<file path="config.mk">
export PLATFORM = sky130hd
export DESIGN_NAME = cpu_status_flag_logic
export DESIGN_NICKNAME = d
export VERILOG_FILES = /design/src/rtl/csf_pkg.sv /design/src/rtl/cpu_status_flag_logic.sv /design/src/rtl/csf_arith_flags.sv /design/src/rtl/csf_sys_flags.sv
export VERILOG_INCLUDE_DIRS = /design/src /design/src/rtl
export SDC_FILE = /design/constraint.sdc
export NUM_CORES = 1
export LEC_CHECK = 0
export CORE_ASPECT_RATIO = 0.6
export CORE_MARGIN = 5
export CORE_UTILIZATION = 25
export DETAILED_ROUTE_END_ITERATION = 8
export DONT_BUFFER_PORTS = 1
export PLACE_DENSITY = 0.4
export SYNTH_ARGS = -nofsm -noshare
export SYNTH_HDL_FRONTEND = slang
export SYNTH_SLANG_ARGS = --single-unit
</file>
<file path="constraint.sdc">
create_clock -name MCLK -period 1.3 [get_ports MCLK]
set_clock_uncertainty 0.05 [all_clocks]
set_input_delay 0.065 -clock MCLK [delete_from_list [all_inputs] [get_ports MCLK]]
set_output_delay 0.065 -clock MCLK [all_outputs]
set_load 0.01 [all_outputs]
</file>
<file path="src/rtl/csf_params.svh">
// offsets, field positions, reset values and masks of the status flag block
`ifndef CSF_PARAMS_SVH
`define CSF_PARAMS_SVH

// ----------------------------------------
// register offsets
// ----------------------------------------
`define CSF_ADDR_FLAGS 2'h0
`define CSF_ADDR_EVT_STS 2'h1
`define CSF_ADDR_EVT_MASK 2'h2

// ----------------------------------------
// flag register fields
// ----------------------------------------
`define CSF_BIT_SIGNED_CMP 7
`define CSF_BIT_CHAINED_ZERO 6
`define CSF_BIT_WDT_EXPIRY 5
`define CSF_BIT_HALTED 4
`define CSF_BIT_WRAP 3
`define CSF_BIT_ZERO 2
`define CSF_BIT_HALF_CARRY 1
`define CSF_BIT_CARRY 0
`define CSF_FLAGS_SW_MASK 8'h0F
`define CSF_FLAGS_RESET 8'h00

// ----------------------------------------
// event status / mask fields
// ----------------------------------------
`define CSF_EVT_WDT 0
`define CSF_EVT_HALT 1
`define CSF_EVT_WRAP 2
`define CSF_EVT_RESET 3'h0
`define CSF_MASK_RESET 3'h0

`endif

</file>
<file path="src/rtl/csf_pkg.sv">
// types shared by the status flag block
package csf_pkg;

  typedef enum logic [5:0] {
    CSF_OP_NONE  = 6'h01,
    CSF_OP_ADD   = 6'h02,
    CSF_OP_SUB   = 6'h04,
    CSF_OP_SBC   = 6'h08,
    CSF_OP_LOGIC = 6'h10,
    CSF_OP_ROT   = 6'h20
  } csf_op_t;

  typedef struct packed {
    csf_op_t op;
    logic [7:0] result;
    logic carry_out;
    logic carry_msb;
    logic carry_nib;
  } csf_alu_t;

  typedef struct packed {
    logic signed_compare_flag;
    logic chained_zero_flag;
    logic watchdog_expiry_flag;
    logic halted_flag;
    logic arith_wrap_flag;
    logic zero_flag;
    logic half_carry_flag;
    logic carry_flag;
  } csf_flags_t;

  typedef struct packed {
    logic timeout;
    logic refresh;
    logic halt;
  } csf_sys_t;

  typedef struct packed {
    logic [1:0] addr;
    logic [7:0] wdata;
    logic wr;
    logic rd;
  } csf_bus_t;

endpackage

</file>
<file path="src/rtl/cpu_status_flag_logic.sv">
// status flag register of the core with event interrupt and register port
// Operation
// - subtract: chained zero equals zero flag
// - watchdog time-out sets expiry flag
// - power-up, refresh or halt clear expiry
// - halt instruction sets halted flag
// - power-up or refresh clear halted flag
// - wrap flag: carry into msb xor out
// - zero flag set on null add, subtract or logic result, kept on rotate
// - signed compare is wrap xor msb
// - half carry from low nibble, no-borrow
// - carry on carry/no-borrow, also rotates
// - software writes never change expiry/halted
//
// Chosen here: the register offsets and strobed register access.
`include "csf_params.svh"

module cpu_status_flag_logic (
  input wire logic MCLK,
  input wire logic RST,
  input wire logic CE,
  input wire csf_pkg::csf_alu_t ALU,
  input wire csf_pkg::csf_sys_t SYS,
  input wire csf_pkg::csf_bus_t BUS,
  output logic [7:0] RDATA,
  output csf_pkg::csf_flags_t FLAGS,
  output logic IRQ
);

  // ----------------------------------------
  // state
  // ----------------------------------------
  csf_pkg::csf_flags_t flags_ff;
  csf_pkg::csf_flags_t nxt_flags;
  csf_pkg::csf_flags_t arith_flags;
  logic [2:0] evt_sts_ff;
  logic [2:0] nxt_evt_sts;
  logic [2:0] evt_mask_ff;
  logic [2:0] nxt_evt_mask;
  logic [7:0] rdata_ff;
  logic [7:0] nxt_rdata;
  logic irq_ff;
  logic nxt_irq;
  logic sys_expiry;
  logic sys_halted;
  logic wr_flags;
  logic wr_sts;
  logic wr_mask;
  logic [2:0] evt;

  // ----------------------------------------
  // flag computation
  // ----------------------------------------
  csf_arith_flags u_arith (
    .cur(flags_ff),
    .alu(ALU),
    .nxt(arith_flags)
  );

  csf_sys_flags u_sys (
    .cur_expiry(flags_ff.watchdog_expiry_flag),
    .cur_halted(flags_ff.halted_flag),
    .sys(SYS),
    .nxt_expiry(sys_expiry),
    .nxt_halted(sys_halted)
  );

  // ----------------------------------------
  // next state
  // ----------------------------------------
  always_comb begin
    wr_flags = BUS.wr && (BUS.addr == `CSF_ADDR_FLAGS);
    wr_sts = BUS.wr && (BUS.addr == `CSF_ADDR_EVT_STS);
    wr_mask = BUS.wr && (BUS.addr == `CSF_ADDR_EVT_MASK);
    nxt_flags = arith_flags;
    nxt_flags.watchdog_expiry_flag = sys_expiry;
    nxt_flags.halted_flag = sys_halted;
    if (wr_flags) begin
      nxt_flags = csf_pkg::csf_flags_t'((nxt_flags & ~`CSF_FLAGS_SW_MASK) | (BUS.wdata & `CSF_FLAGS_SW_MASK));
    end
    evt = 3'h0;
    evt[`CSF_EVT_WDT] = SYS.timeout;
    evt[`CSF_EVT_HALT] = SYS.halt;
    evt[`CSF_EVT_WRAP] = arith_flags.arith_wrap_flag && (ALU.op != csf_pkg::CSF_OP_NONE) &&
                         (ALU.op != csf_pkg::CSF_OP_LOGIC) && (ALU.op != csf_pkg::CSF_OP_ROT);
    // new events win over a same-cycle clear
    nxt_evt_sts = (evt_sts_ff & ~(wr_sts ? BUS.wdata[2:0] : 3'h0)) | evt;
    nxt_evt_mask = wr_mask ? BUS.wdata[2:0] : evt_mask_ff;
    // irq follows next values so it stays a plain flop
    nxt_irq = |(nxt_evt_sts & nxt_evt_mask);
    nxt_rdata = 8'h00;
    if (BUS.rd) begin
      unique case (BUS.addr)
        `CSF_ADDR_FLAGS: nxt_rdata = flags_ff;
        `CSF_ADDR_EVT_STS: nxt_rdata = {5'h00, evt_sts_ff};
        `CSF_ADDR_EVT_MASK: nxt_rdata = {5'h00, evt_mask_ff};
        default: nxt_rdata = 8'h00;
      endcase
    end
  end

  // ----------------------------------------
  // registers
  // ----------------------------------------
  always_ff @(posedge MCLK or posedge RST) begin
    if (RST) begin
      flags_ff <= `CSF_FLAGS_RESET;
      evt_sts_ff <= `CSF_EVT_RESET;
      evt_mask_ff <= `CSF_MASK_RESET;
      rdata_ff <= 8'h00;
      irq_ff <= 1'b0;
    end else if (CE) begin
      flags_ff <= nxt_flags;
      evt_sts_ff <= nxt_evt_sts;
      evt_mask_ff <= nxt_evt_mask;
      rdata_ff <= nxt_rdata;
      irq_ff <= nxt_irq;
    end
  end

  assign FLAGS = flags_ff;
  assign RDATA = rdata_ff;
  assign IRQ = irq_ff;

  logic is_arith_op;
  assign is_arith_op = (ALU.op == csf_pkg::CSF_OP_ADD) || (ALU.op == csf_pkg::CSF_OP_SUB) ||
                       (ALU.op == csf_pkg::CSF_OP_SBC);
endmodule

</file>
<file path="src/rtl/csf_arith_flags.sv">
// next values of the arithmetic condition flags for one executed instruction
module csf_arith_flags (
  input wire csf_pkg::csf_flags_t cur,
  input wire csf_pkg::csf_alu_t alu,
  output csf_pkg::csf_flags_t nxt
);

  logic is_arith;
  logic res_zero;
  logic wrap;

  always_comb begin
    is_arith = (alu.op == csf_pkg::CSF_OP_ADD) || (alu.op == csf_pkg::CSF_OP_SUB) ||
               (alu.op == csf_pkg::CSF_OP_SBC);
    res_zero = (alu.result == 8'h00);
    wrap = alu.carry_msb ^ alu.carry_out;
    nxt = cur;
    if (is_arith) begin
      nxt.arith_wrap_flag = wrap;
      nxt.signed_compare_flag = wrap ^ alu.result[7];
      nxt.half_carry_flag = alu.carry_nib;
      nxt.carry_flag = alu.carry_out;
    end
    if (is_arith || alu.op == csf_pkg::CSF_OP_LOGIC) begin
      nxt.zero_flag = res_zero;
    end
    if (alu.op == csf_pkg::CSF_OP_ROT) begin
      nxt.carry_flag = alu.carry_out;
    end
    if (alu.op == csf_pkg::CSF_OP_SUB) begin
      nxt.chained_zero_flag = res_zero;
    end
    if (alu.op == csf_pkg::CSF_OP_SBC) begin
      nxt.chained_zero_flag = cur.chained_zero_flag & res_zero;
    end
  end

endmodule

</file>
<file path="src/rtl/csf_sys_flags.sv">
// next values of the watchdog expiry and halted flags
module csf_sys_flags (
  input wire logic cur_expiry,
  input wire logic cur_halted,
  input wire csf_pkg::csf_sys_t sys,
  output logic nxt_expiry,
  output logic nxt_halted
);

  always_comb begin
    nxt_expiry = cur_expiry;
    nxt_halted = cur_halted;
    if (sys.refresh || sys.halt) begin
      nxt_expiry = 1'b0;
    end
    if (sys.timeout) begin
      nxt_expiry = 1'b1;
    end
    if (sys.refresh) begin
      nxt_halted = 1'b0;
    end
    if (sys.halt) begin
      nxt_halted = 1'b1;
    end
  end

endmodule

</file>
Word level (Yosys, flattened, before mapping)
Cells that the tools add are included.
Storage, ports and cells
  word-level logic and storage cells: 65
  input bits: 35
  register bits: 23
  output and inout port bits: 17
Cells by class
  reduce and logical (&&, ||, !) cells: 19
  equal/unequal tests: 10
  bitwise gates (word level): 8
  muxes and demuxes: 16
Operators by type and width (number)
  8-bit case mux with 3 select lines: 1
  8-bit 2-to-1 mux: 2
  1-bit 2-to-1 mux: 10
  8-bit logical NOT: 1
  8-bit by 4-bit OR with 8-bit output: 1
  3-bit bitwise AND: 2
  6-bit by 2-bit == test with 1-bit output (second input constant): 1
  6-bit by 3-bit == test with 1-bit output (second input constant): 1
  6-bit by 4-bit == test with 1-bit output (second input constant): 1
  6-bit by 5-bit == test with 1-bit output (second input constant): 1
  6-bit == test (second input constant): 1
  1-bit logical AND: 6
  3-bit 2-to-1 mux: 2
  6-bit by 1-bit != test with 1-bit output (second input constant): 1
  6-bit by 5-bit != test with 1-bit output (second input constant): 1
  6-bit != test (second input constant): 1
  2-bit AND reduction: 3
  1-bit logical OR: 4
  2-bit nonzero test: 2
  3-bit NOT: 1
  3-bit OR: 1
  3-bit nonzero test: 1
  3-bit OR reduction: 1
  2-bit by 1-bit == test with 1-bit output (second input constant): 1
  5 further kinds: 6

Depth between registers and ports, before layout
  depth after elaboration: 10
  gate-level depth with buffers: 6
  depth with buffers taken out: 5

Cells and area by module
From an unflattened synthesis, not the netlist that was laid out.
Unflattened totals
  cells, all modules: 154
  area total of the unflattened synthesis: 1470.2 sq um
Modules (own cells, without submodules)
  cpu_status_flag_logic: times used 1, cells an instance 116, seq. area each 575.6 sq um, area an instance 1182.4 sq um
  csf_arith_flags: times used 1, cells an instance 34, seq. area each 0.0 sq um, area an instance 265.3 sq um
  csf_sys_flags: times used 1, cells an instance 4, seq. area each 0.0 sq um, area an instance 22.5 sq um

Worst setup path after synthesis
No wires, ideal clock.
  path type: input to register
  from: in BUS[11] (netlist name)
  to: reg flags_ff, in the netlist FLAGS[0]
  slack: 0.053 ns
  data required time: 1.122 ns
  arrival: 1.070 ns
  path buffers: 1
  setup time: 0.128 ns
  cell stages on the path: 5
  path through: buf_2 > nor2_1 > nand2_1 > mux2_2 > mux2_1
Between the ends
  word-level cells in the longest chain between the ends: 4
  elaborated cells on any way between the ends: 5
  those cells by class: mux: 1; reduce/logical: 4
Ends and longest elaborated chain
  start: declaration: line cpu_status_flag_logic.sv:24  | input wire csf_pkg::csf_bus_t BUS,
  2-bit logical NOT *
  1-bit logical AND *: line cpu_status_flag_logic.sv:72  | wr_flags = BUS.wr && (BUS.addr == `CSF_ADDR_FLAGS);
  3-bit nonzero test (no source line)
  2-bit AND reduction (no source line)
  end signal: assignment: line cpu_status_flag_logic.sv:107  | flags_ff <= `CSF_FLAGS_RESET;
  end signal: assignment: line cpu_status_flag_logic.sv:113  | flags_ff <= nxt_flags;
  end: declaration: line cpu_status_flag_logic.sv:33  | csf_pkg::csf_flags_t flags_ff;
Every way passes the cells marked *; elsewhere a longest branch is shown, timed or not.
A chain may end at the register's enable or synchronous reset.

Worst setup path in the final report
  from: reg evt_sts_ff[1]
  to: reg irq_ff, in the netlist IRQ
Between the ends
  word-level cells in the longest chain between the ends: 4
Ends and longest elaborated chain
  start: declaration: line cpu_status_flag_logic.sv:36  | logic [2:0] evt_sts_ff;
  start signal: assignment: line cpu_status_flag_logic.sv:108  | evt_sts_ff <= `CSF_EVT_RESET;
  start signal: assignment: line cpu_status_flag_logic.sv:114  | evt_sts_ff <= nxt_evt_sts;
  3-bit bitwise AND: line cpu_status_flag_logic.sv:87  | nxt_evt_sts = (evt_sts_ff & ~(wr_sts ? BUS.wdata[2:0] : 3'h0)) | evt;
  3-bit OR: line cpu_status_flag_logic.sv:87
  3-bit bitwise AND: line cpu_status_flag_logic.sv:90  | nxt_irq = |(nxt_evt_sts & nxt_evt_mask);
  3-bit OR reduction: line cpu_status_flag_logic.sv:90
  end signal: assignment: line cpu_status_flag_logic.sv:117  | irq_ff <= nxt_irq;
  end: declaration: line cpu_status_flag_logic.sv:42  | logic irq_ff;
No other way between the ends.

==> metrics.txt <==
# TYPE chip_impl_metric gauge
chip_impl_metric{name="row_count",unit=""} 20
chip_impl_metric{name="synthCells",unit=""} 120
chip_impl_metric{name="setup_violations",unit=""} 0
chip_impl_info{name="crit_chain",value="a21oi_1, o22ai_1, mux2i_1, o31ai_2"} 1
chip_impl_info{name="r2r-end",value="IRQ$_DFFE_PP0P_"} 1
chip_impl_metric{name="worst_skew_pair.late_latency",unit="ps"} 270
chip_impl_info{name="synthTopCellsByArea",value="sky130_fd_sc_hd__dfrtp_1 44%, sky130_fd_sc_hd__a22o_1 6.1%, sky130_fd_sc_hd__mux2i_1 5.4%"} 1
chip_impl_metric{name="setup_ws",unit="ps"} 177
chip_impl_metric{name="final_util",unit=""} 0.315
chip_impl_info{name="startpoint_type",value="register"} 1
chip_impl_metric{name="synth_simple_gate_area_frac",unit=""} 0.164
chip_impl_metric{name="timing.max_slew.rel_slack",unit=""} 0.740
chip_impl_metric{name="critical_path.max_stage_delay",unit="ps"} 410
chip_impl_metric{name="final_layout_size_suffix_gt1_frac",unit=""} 0.203
chip_impl_info{name="yosys.area.top_type",value="sky130_fd_sc_hd__dfrtp_1"} 1
chip_impl_metric{name="detail_route.wl_per_cell",unit="um"} 18.5
chip_impl_metric{name="clk_transition_reported_paths",unit="ps"} 90
chip_impl_info{name="cts-root-buf",value="sky130_fd_sc_hd__clkbuf_8"} 1
chip_impl_info{name="ys_top_cells_by_count",value="23 x sky130_fd_sc_hd__dfrtp_1, 10 x sky130_fd_sc_hd__a21oi_1, 9 x sky130_fd_sc_hd__a22o_1, 7 x sky130_fd_sc_hd__mux2i_1, 6 x sky130_fd_sc_hd__nor2_1"} 1
chip_impl_metric{name="synthDominantCellAreaShare",unit=""} 0.444
chip_impl_metric{name="total_half_perimeter_wirelength_after_legalization_and_detailed_placement",unit="um"} 2910
chip_impl_metric{name="tns",unit="ps"} 0
chip_impl_metric{name="start_util",unit=""} 0.258
chip_impl_info{name="rsz0062_at_grt",value="false"} 1
chip_impl_metric{name="power_per_cell_area",unit="nW/um2"} 1080
chip_impl_metric{name="post_drt_via_cell_ratio",unit=""} 5.04
chip_impl_metric{name="grt_max_degree",unit=""} 22
chip_impl_metric{name="final_antenna_net_count",unit=""} 0
chip_impl_metric{name="dr.pass1.iters",unit=""} 4
chip_impl_info{name="cell_with_the_most_instances_after_synthesis",value="sky130_fd_sc_hd__dfrtp_1"} 1
chip_impl_info{name="end_kind",value="register"} 1
chip_impl_metric{name="worst_ep_arrival_time",unit="ps"} 1230
chip_impl_metric{name="drc",unit=""} 0
chip_impl_metric{name="cts_resized",unit=""} 0
chip_impl_metric{name="yosys_warnings",unit=""} 0
chip_impl_metric{name="worst-r2r-setup-slack",unit="ps"} 180
chip_impl_metric{name="gp_congestion",unit=""} 0.748
chip_impl_metric{name="fillers",unit=""} 511
chip_impl_metric{name="dpl_worst_slack",unit="ps"} -35.3
chip_impl_metric{name="die_w",unit="um"} 103
chip_impl_metric{name="syn_to_final_growth",unit="%"} 22.1
chip_impl_metric{name="holdWs",unit="ps"} -178
chip_impl_info{name="status",value="complete, but fails checks"} 1
chip_impl_metric{name="cp_max_fo",unit=""} 3
chip_impl_metric{name="synth_nets",unit=""} 155
chip_impl_metric{name="gr-usage-all-layers",unit=""} 0.116
chip_impl_metric{name="finalCritPeriodShare",unit=""} 0.864
chip_impl_metric{name="fp.coreArea",unit="um2"} 5030
chip_impl_info{name="kind_of_path_behind_the_tightest_hold_check",value="input pin to register"} 1
chip_impl_metric{name="synth-seq-area-share",unit=""} 0.444
chip_impl_info{name="timing.hold.worst.start",value="CE"} 1
chip_impl_metric{name="via_count",unit=""} 1028
chip_impl_metric{name="number_of_flops_mapped_to_enable_cells_by_yosys",unit=""} 0
chip_impl_metric{name="timing.final.crit_period",unit="ps"} 1120
chip_impl_metric{name="floorplan.die_area",unit="um2"} 6770
chip_impl_metric{name="worst-slew-pin-transition",unit="ps"} 390
chip_impl_metric{name="yosys_register_bits",unit=""} 23
chip_impl_metric{name="antenna_diode_instance_count",unit=""} 0
chip_impl_metric{name="postPlaceCellArea",unit="um2"} 1430
chip_impl_metric{name="max-clock-path-buffers",unit=""} 2
chip_impl_metric{name="cts-buffers-inserted",unit=""} 3
chip_impl_info{name="synth_top_family_by_area",value="compound AO/OA/AOI/OAI gates"} 1
chip_impl_metric{name="async_reset_ff_frac",unit=""} 1.00
chip_impl_metric{name="yosys.area_share.adder",unit=""} 0
chip_impl_info{name="worstReg2RegStart",value="evt_sts_ff[1]$_DFFE_PP0P_"} 1
chip_impl_metric{name="post_cts_setup_buffers",unit=""} 0
chip_impl_info{name="timing.hold.worst_endpoint",value="evt_sts_ff[2]$_DFFE_PP0P_"} 1
chip_impl_metric{name="synth_area",unit="um2"} 1300
chip_impl_metric{name="synthXorXnorAreaFrac",unit=""} 0.0270
chip_impl_metric{name="synth-compound-area-share",unit=""} 0.210
chip_impl_metric{name="chipHeight",unit="um"} 65.8
chip_impl_metric{name="first_iter_violations",unit=""} 35
chip_impl_metric{name="maxCapViolCount",unit=""} 0
chip_impl_metric{name="ctsHoldBuffers",unit=""} 9
chip_impl_metric{name="finalNetCount",unit=""} 174
chip_impl_info{name="tritoncts",value="yes"} 1
chip_impl_metric{name="worst-r2r-cell-count",unit=""} 4
chip_impl_metric{name="grt_antenna_before_repair",unit=""} 0
chip_impl_metric{name="grt_first_pass_wirelength",unit="um"} 6000
chip_impl_metric{name="cp_required",unit="ps"} 1410
chip_impl_metric{name="fmaxAchievable",unit="MHz"} 891
chip_impl_metric{name="grt_pass1_vias",unit=""} 1059
chip_impl_info{name="critical-path-slowest-cell",value="sky130_fd_sc_hd__dfrtp_1"} 1
chip_impl_metric{name="ir_worst_vdd",unit="uV"} 432
chip_impl_metric{name="boundaryPins",unit=""} 52
chip_impl_info{name="failing_checks",value="hold timing"} 1
chip_impl_metric{name="place.port_buffers",unit=""} 0
chip_impl_metric{name="global_route_overflow",unit=""} 0
chip_impl_metric{name="finalInstanceArea",unit="um2"} 1580
chip_impl_metric{name="max_slew_violation_count",unit=""} 0
chip_impl_metric{name="dp_cells",unit=""} 189
chip_impl_metric{name="synth.distinct_cells",unit=""} 37
chip_impl_info{name="worst-setup-path-type",value="register to register"} 1
chip_impl_metric{name="final_cell_count_no_fill",unit=""} 204
chip_impl_metric{name="timing.final.hold_violations",unit=""} 10
chip_impl_info{name="primary_ff_master_synth",value="sky130_fd_sc_hd__dfrtp_1"} 1
chip_impl_metric{name="p_leak",unit="nW"} 0.657
chip_impl_metric{name="syn_area_per_cell",unit="um2"} 10.8
chip_impl_metric{name="hold-path-cell-count",unit=""} 1
chip_impl_metric{name="drt-total-wl",unit="um"} 3770
chip_impl_metric{name="report.power.total",unit="mW"} 1.71
chip_impl_metric{name="synthMuxAreaShare",unit=""} 0.115
chip_impl_metric{name="h-tree-depth",unit=""} 1
chip_impl_metric{name="tritoncts_num_sinks",unit=""} 23
report_power, final:
part | switching (mW) | leakage (nW) | internal, mW | total (mW)
clock network | 0.246 | 0.0255 | 0.214 | 0.461
logic | 0.146 | 0.351 | 0.179 | 0.325
registers | 0.114 | 0.280 | 0.808 | 0.922
cell type report:
class / instances / area, um2 / area share
sequential: 23 / 576 / 0.364
tap: 66 / 82.6 / 0.0522
multi-input combinational: 87 / 669 / 0.423
inverter: 3 / 11.3 / 0.00711
clock inverter: 1 / 5.00 / 0.00316
clock buffer: 3 / 41.3 / 0.0261
timing repair buffer: 21 / 198 / 0.125
registers in the layout, summed over array words and instances (netlist names), named ones only:
signal	count
RDATA	8
FLAGS	6
evt_mask_ff	3
evt_sts_ff	3
IRQ	1
worst max-delay path by stage:
stage                               startpoint                   end  slack (ps)  depth (start not counted)
floorplan                              BUS[11]  FLAGS[0]$_DFFE_PP0P_          50                          5
global placement                        ALU[8]              register         -50                          5
detailed placement                      ALU[8]              register         -40                          5
CTS                  evt_sts_ff[1]$_DFFE_PP0P_       IRQ$_DFFE_PP0P_         180                          4
global route        evt_mask_ff[1]$_DFFE_PP0P_       IRQ$_DFFE_PP0P_         100                          4
finish               evt_sts_ff[1]$_DFFE_PP0P_       IRQ$_DFFE_PP0P_         180                          4
cell families (layout without fill, tap and decap cells):
family | count (synthesis) | after routing
AO/OA/AOI/OAI | 39 | 39
XOR/XNOR | 4 | 4
buffers and inverters | 10 | 28
flip-flops | 23 | 23
multiplexers | 14 | 14
AND/OR/NAND/NOR | 30 | 30
layout by cell type, fill, tap and decap left out, drive strengths merged:
master       count
dfrtp           23
dlygate4sd3     11
a21oi           10
buf             10
a22o             9
mux2i            7
mux2             7
o21ai            7
nor2             6
o22ai            4
nand2            4
inv              3
xor2             3
nand4b           3
o2bb2ai          3
clkbuf           3
nor3             3
o31ai            3
nor2b            2
nor4b            2
or4              2
nand4            2
nand3b           2
or2              1
o211ai           1
or3              1
nand3            1
a2bb2oi          1
nand2b           1
a221oi           1
xnor2            1
clkinv           1
per-layer routing:
metal  GRT usage  up-vias  part of all wire  wire (um)
met3      0.0664        0              0.12        442
met4     0.00969        0                 0          0
met5           0        -                 0          0
li1            -      494                 -          -
met1       0.158      500              0.48       1820
met2       0.165       34              0.40       1510
critical path, delay by kind of cell, from the launching register on:
family         cells  cell delay [ps]
AO/OA/AOI/OAI      3              370
multiplexers       1              180
flip-flops         1              410
(Power assumes the default switching activity.)
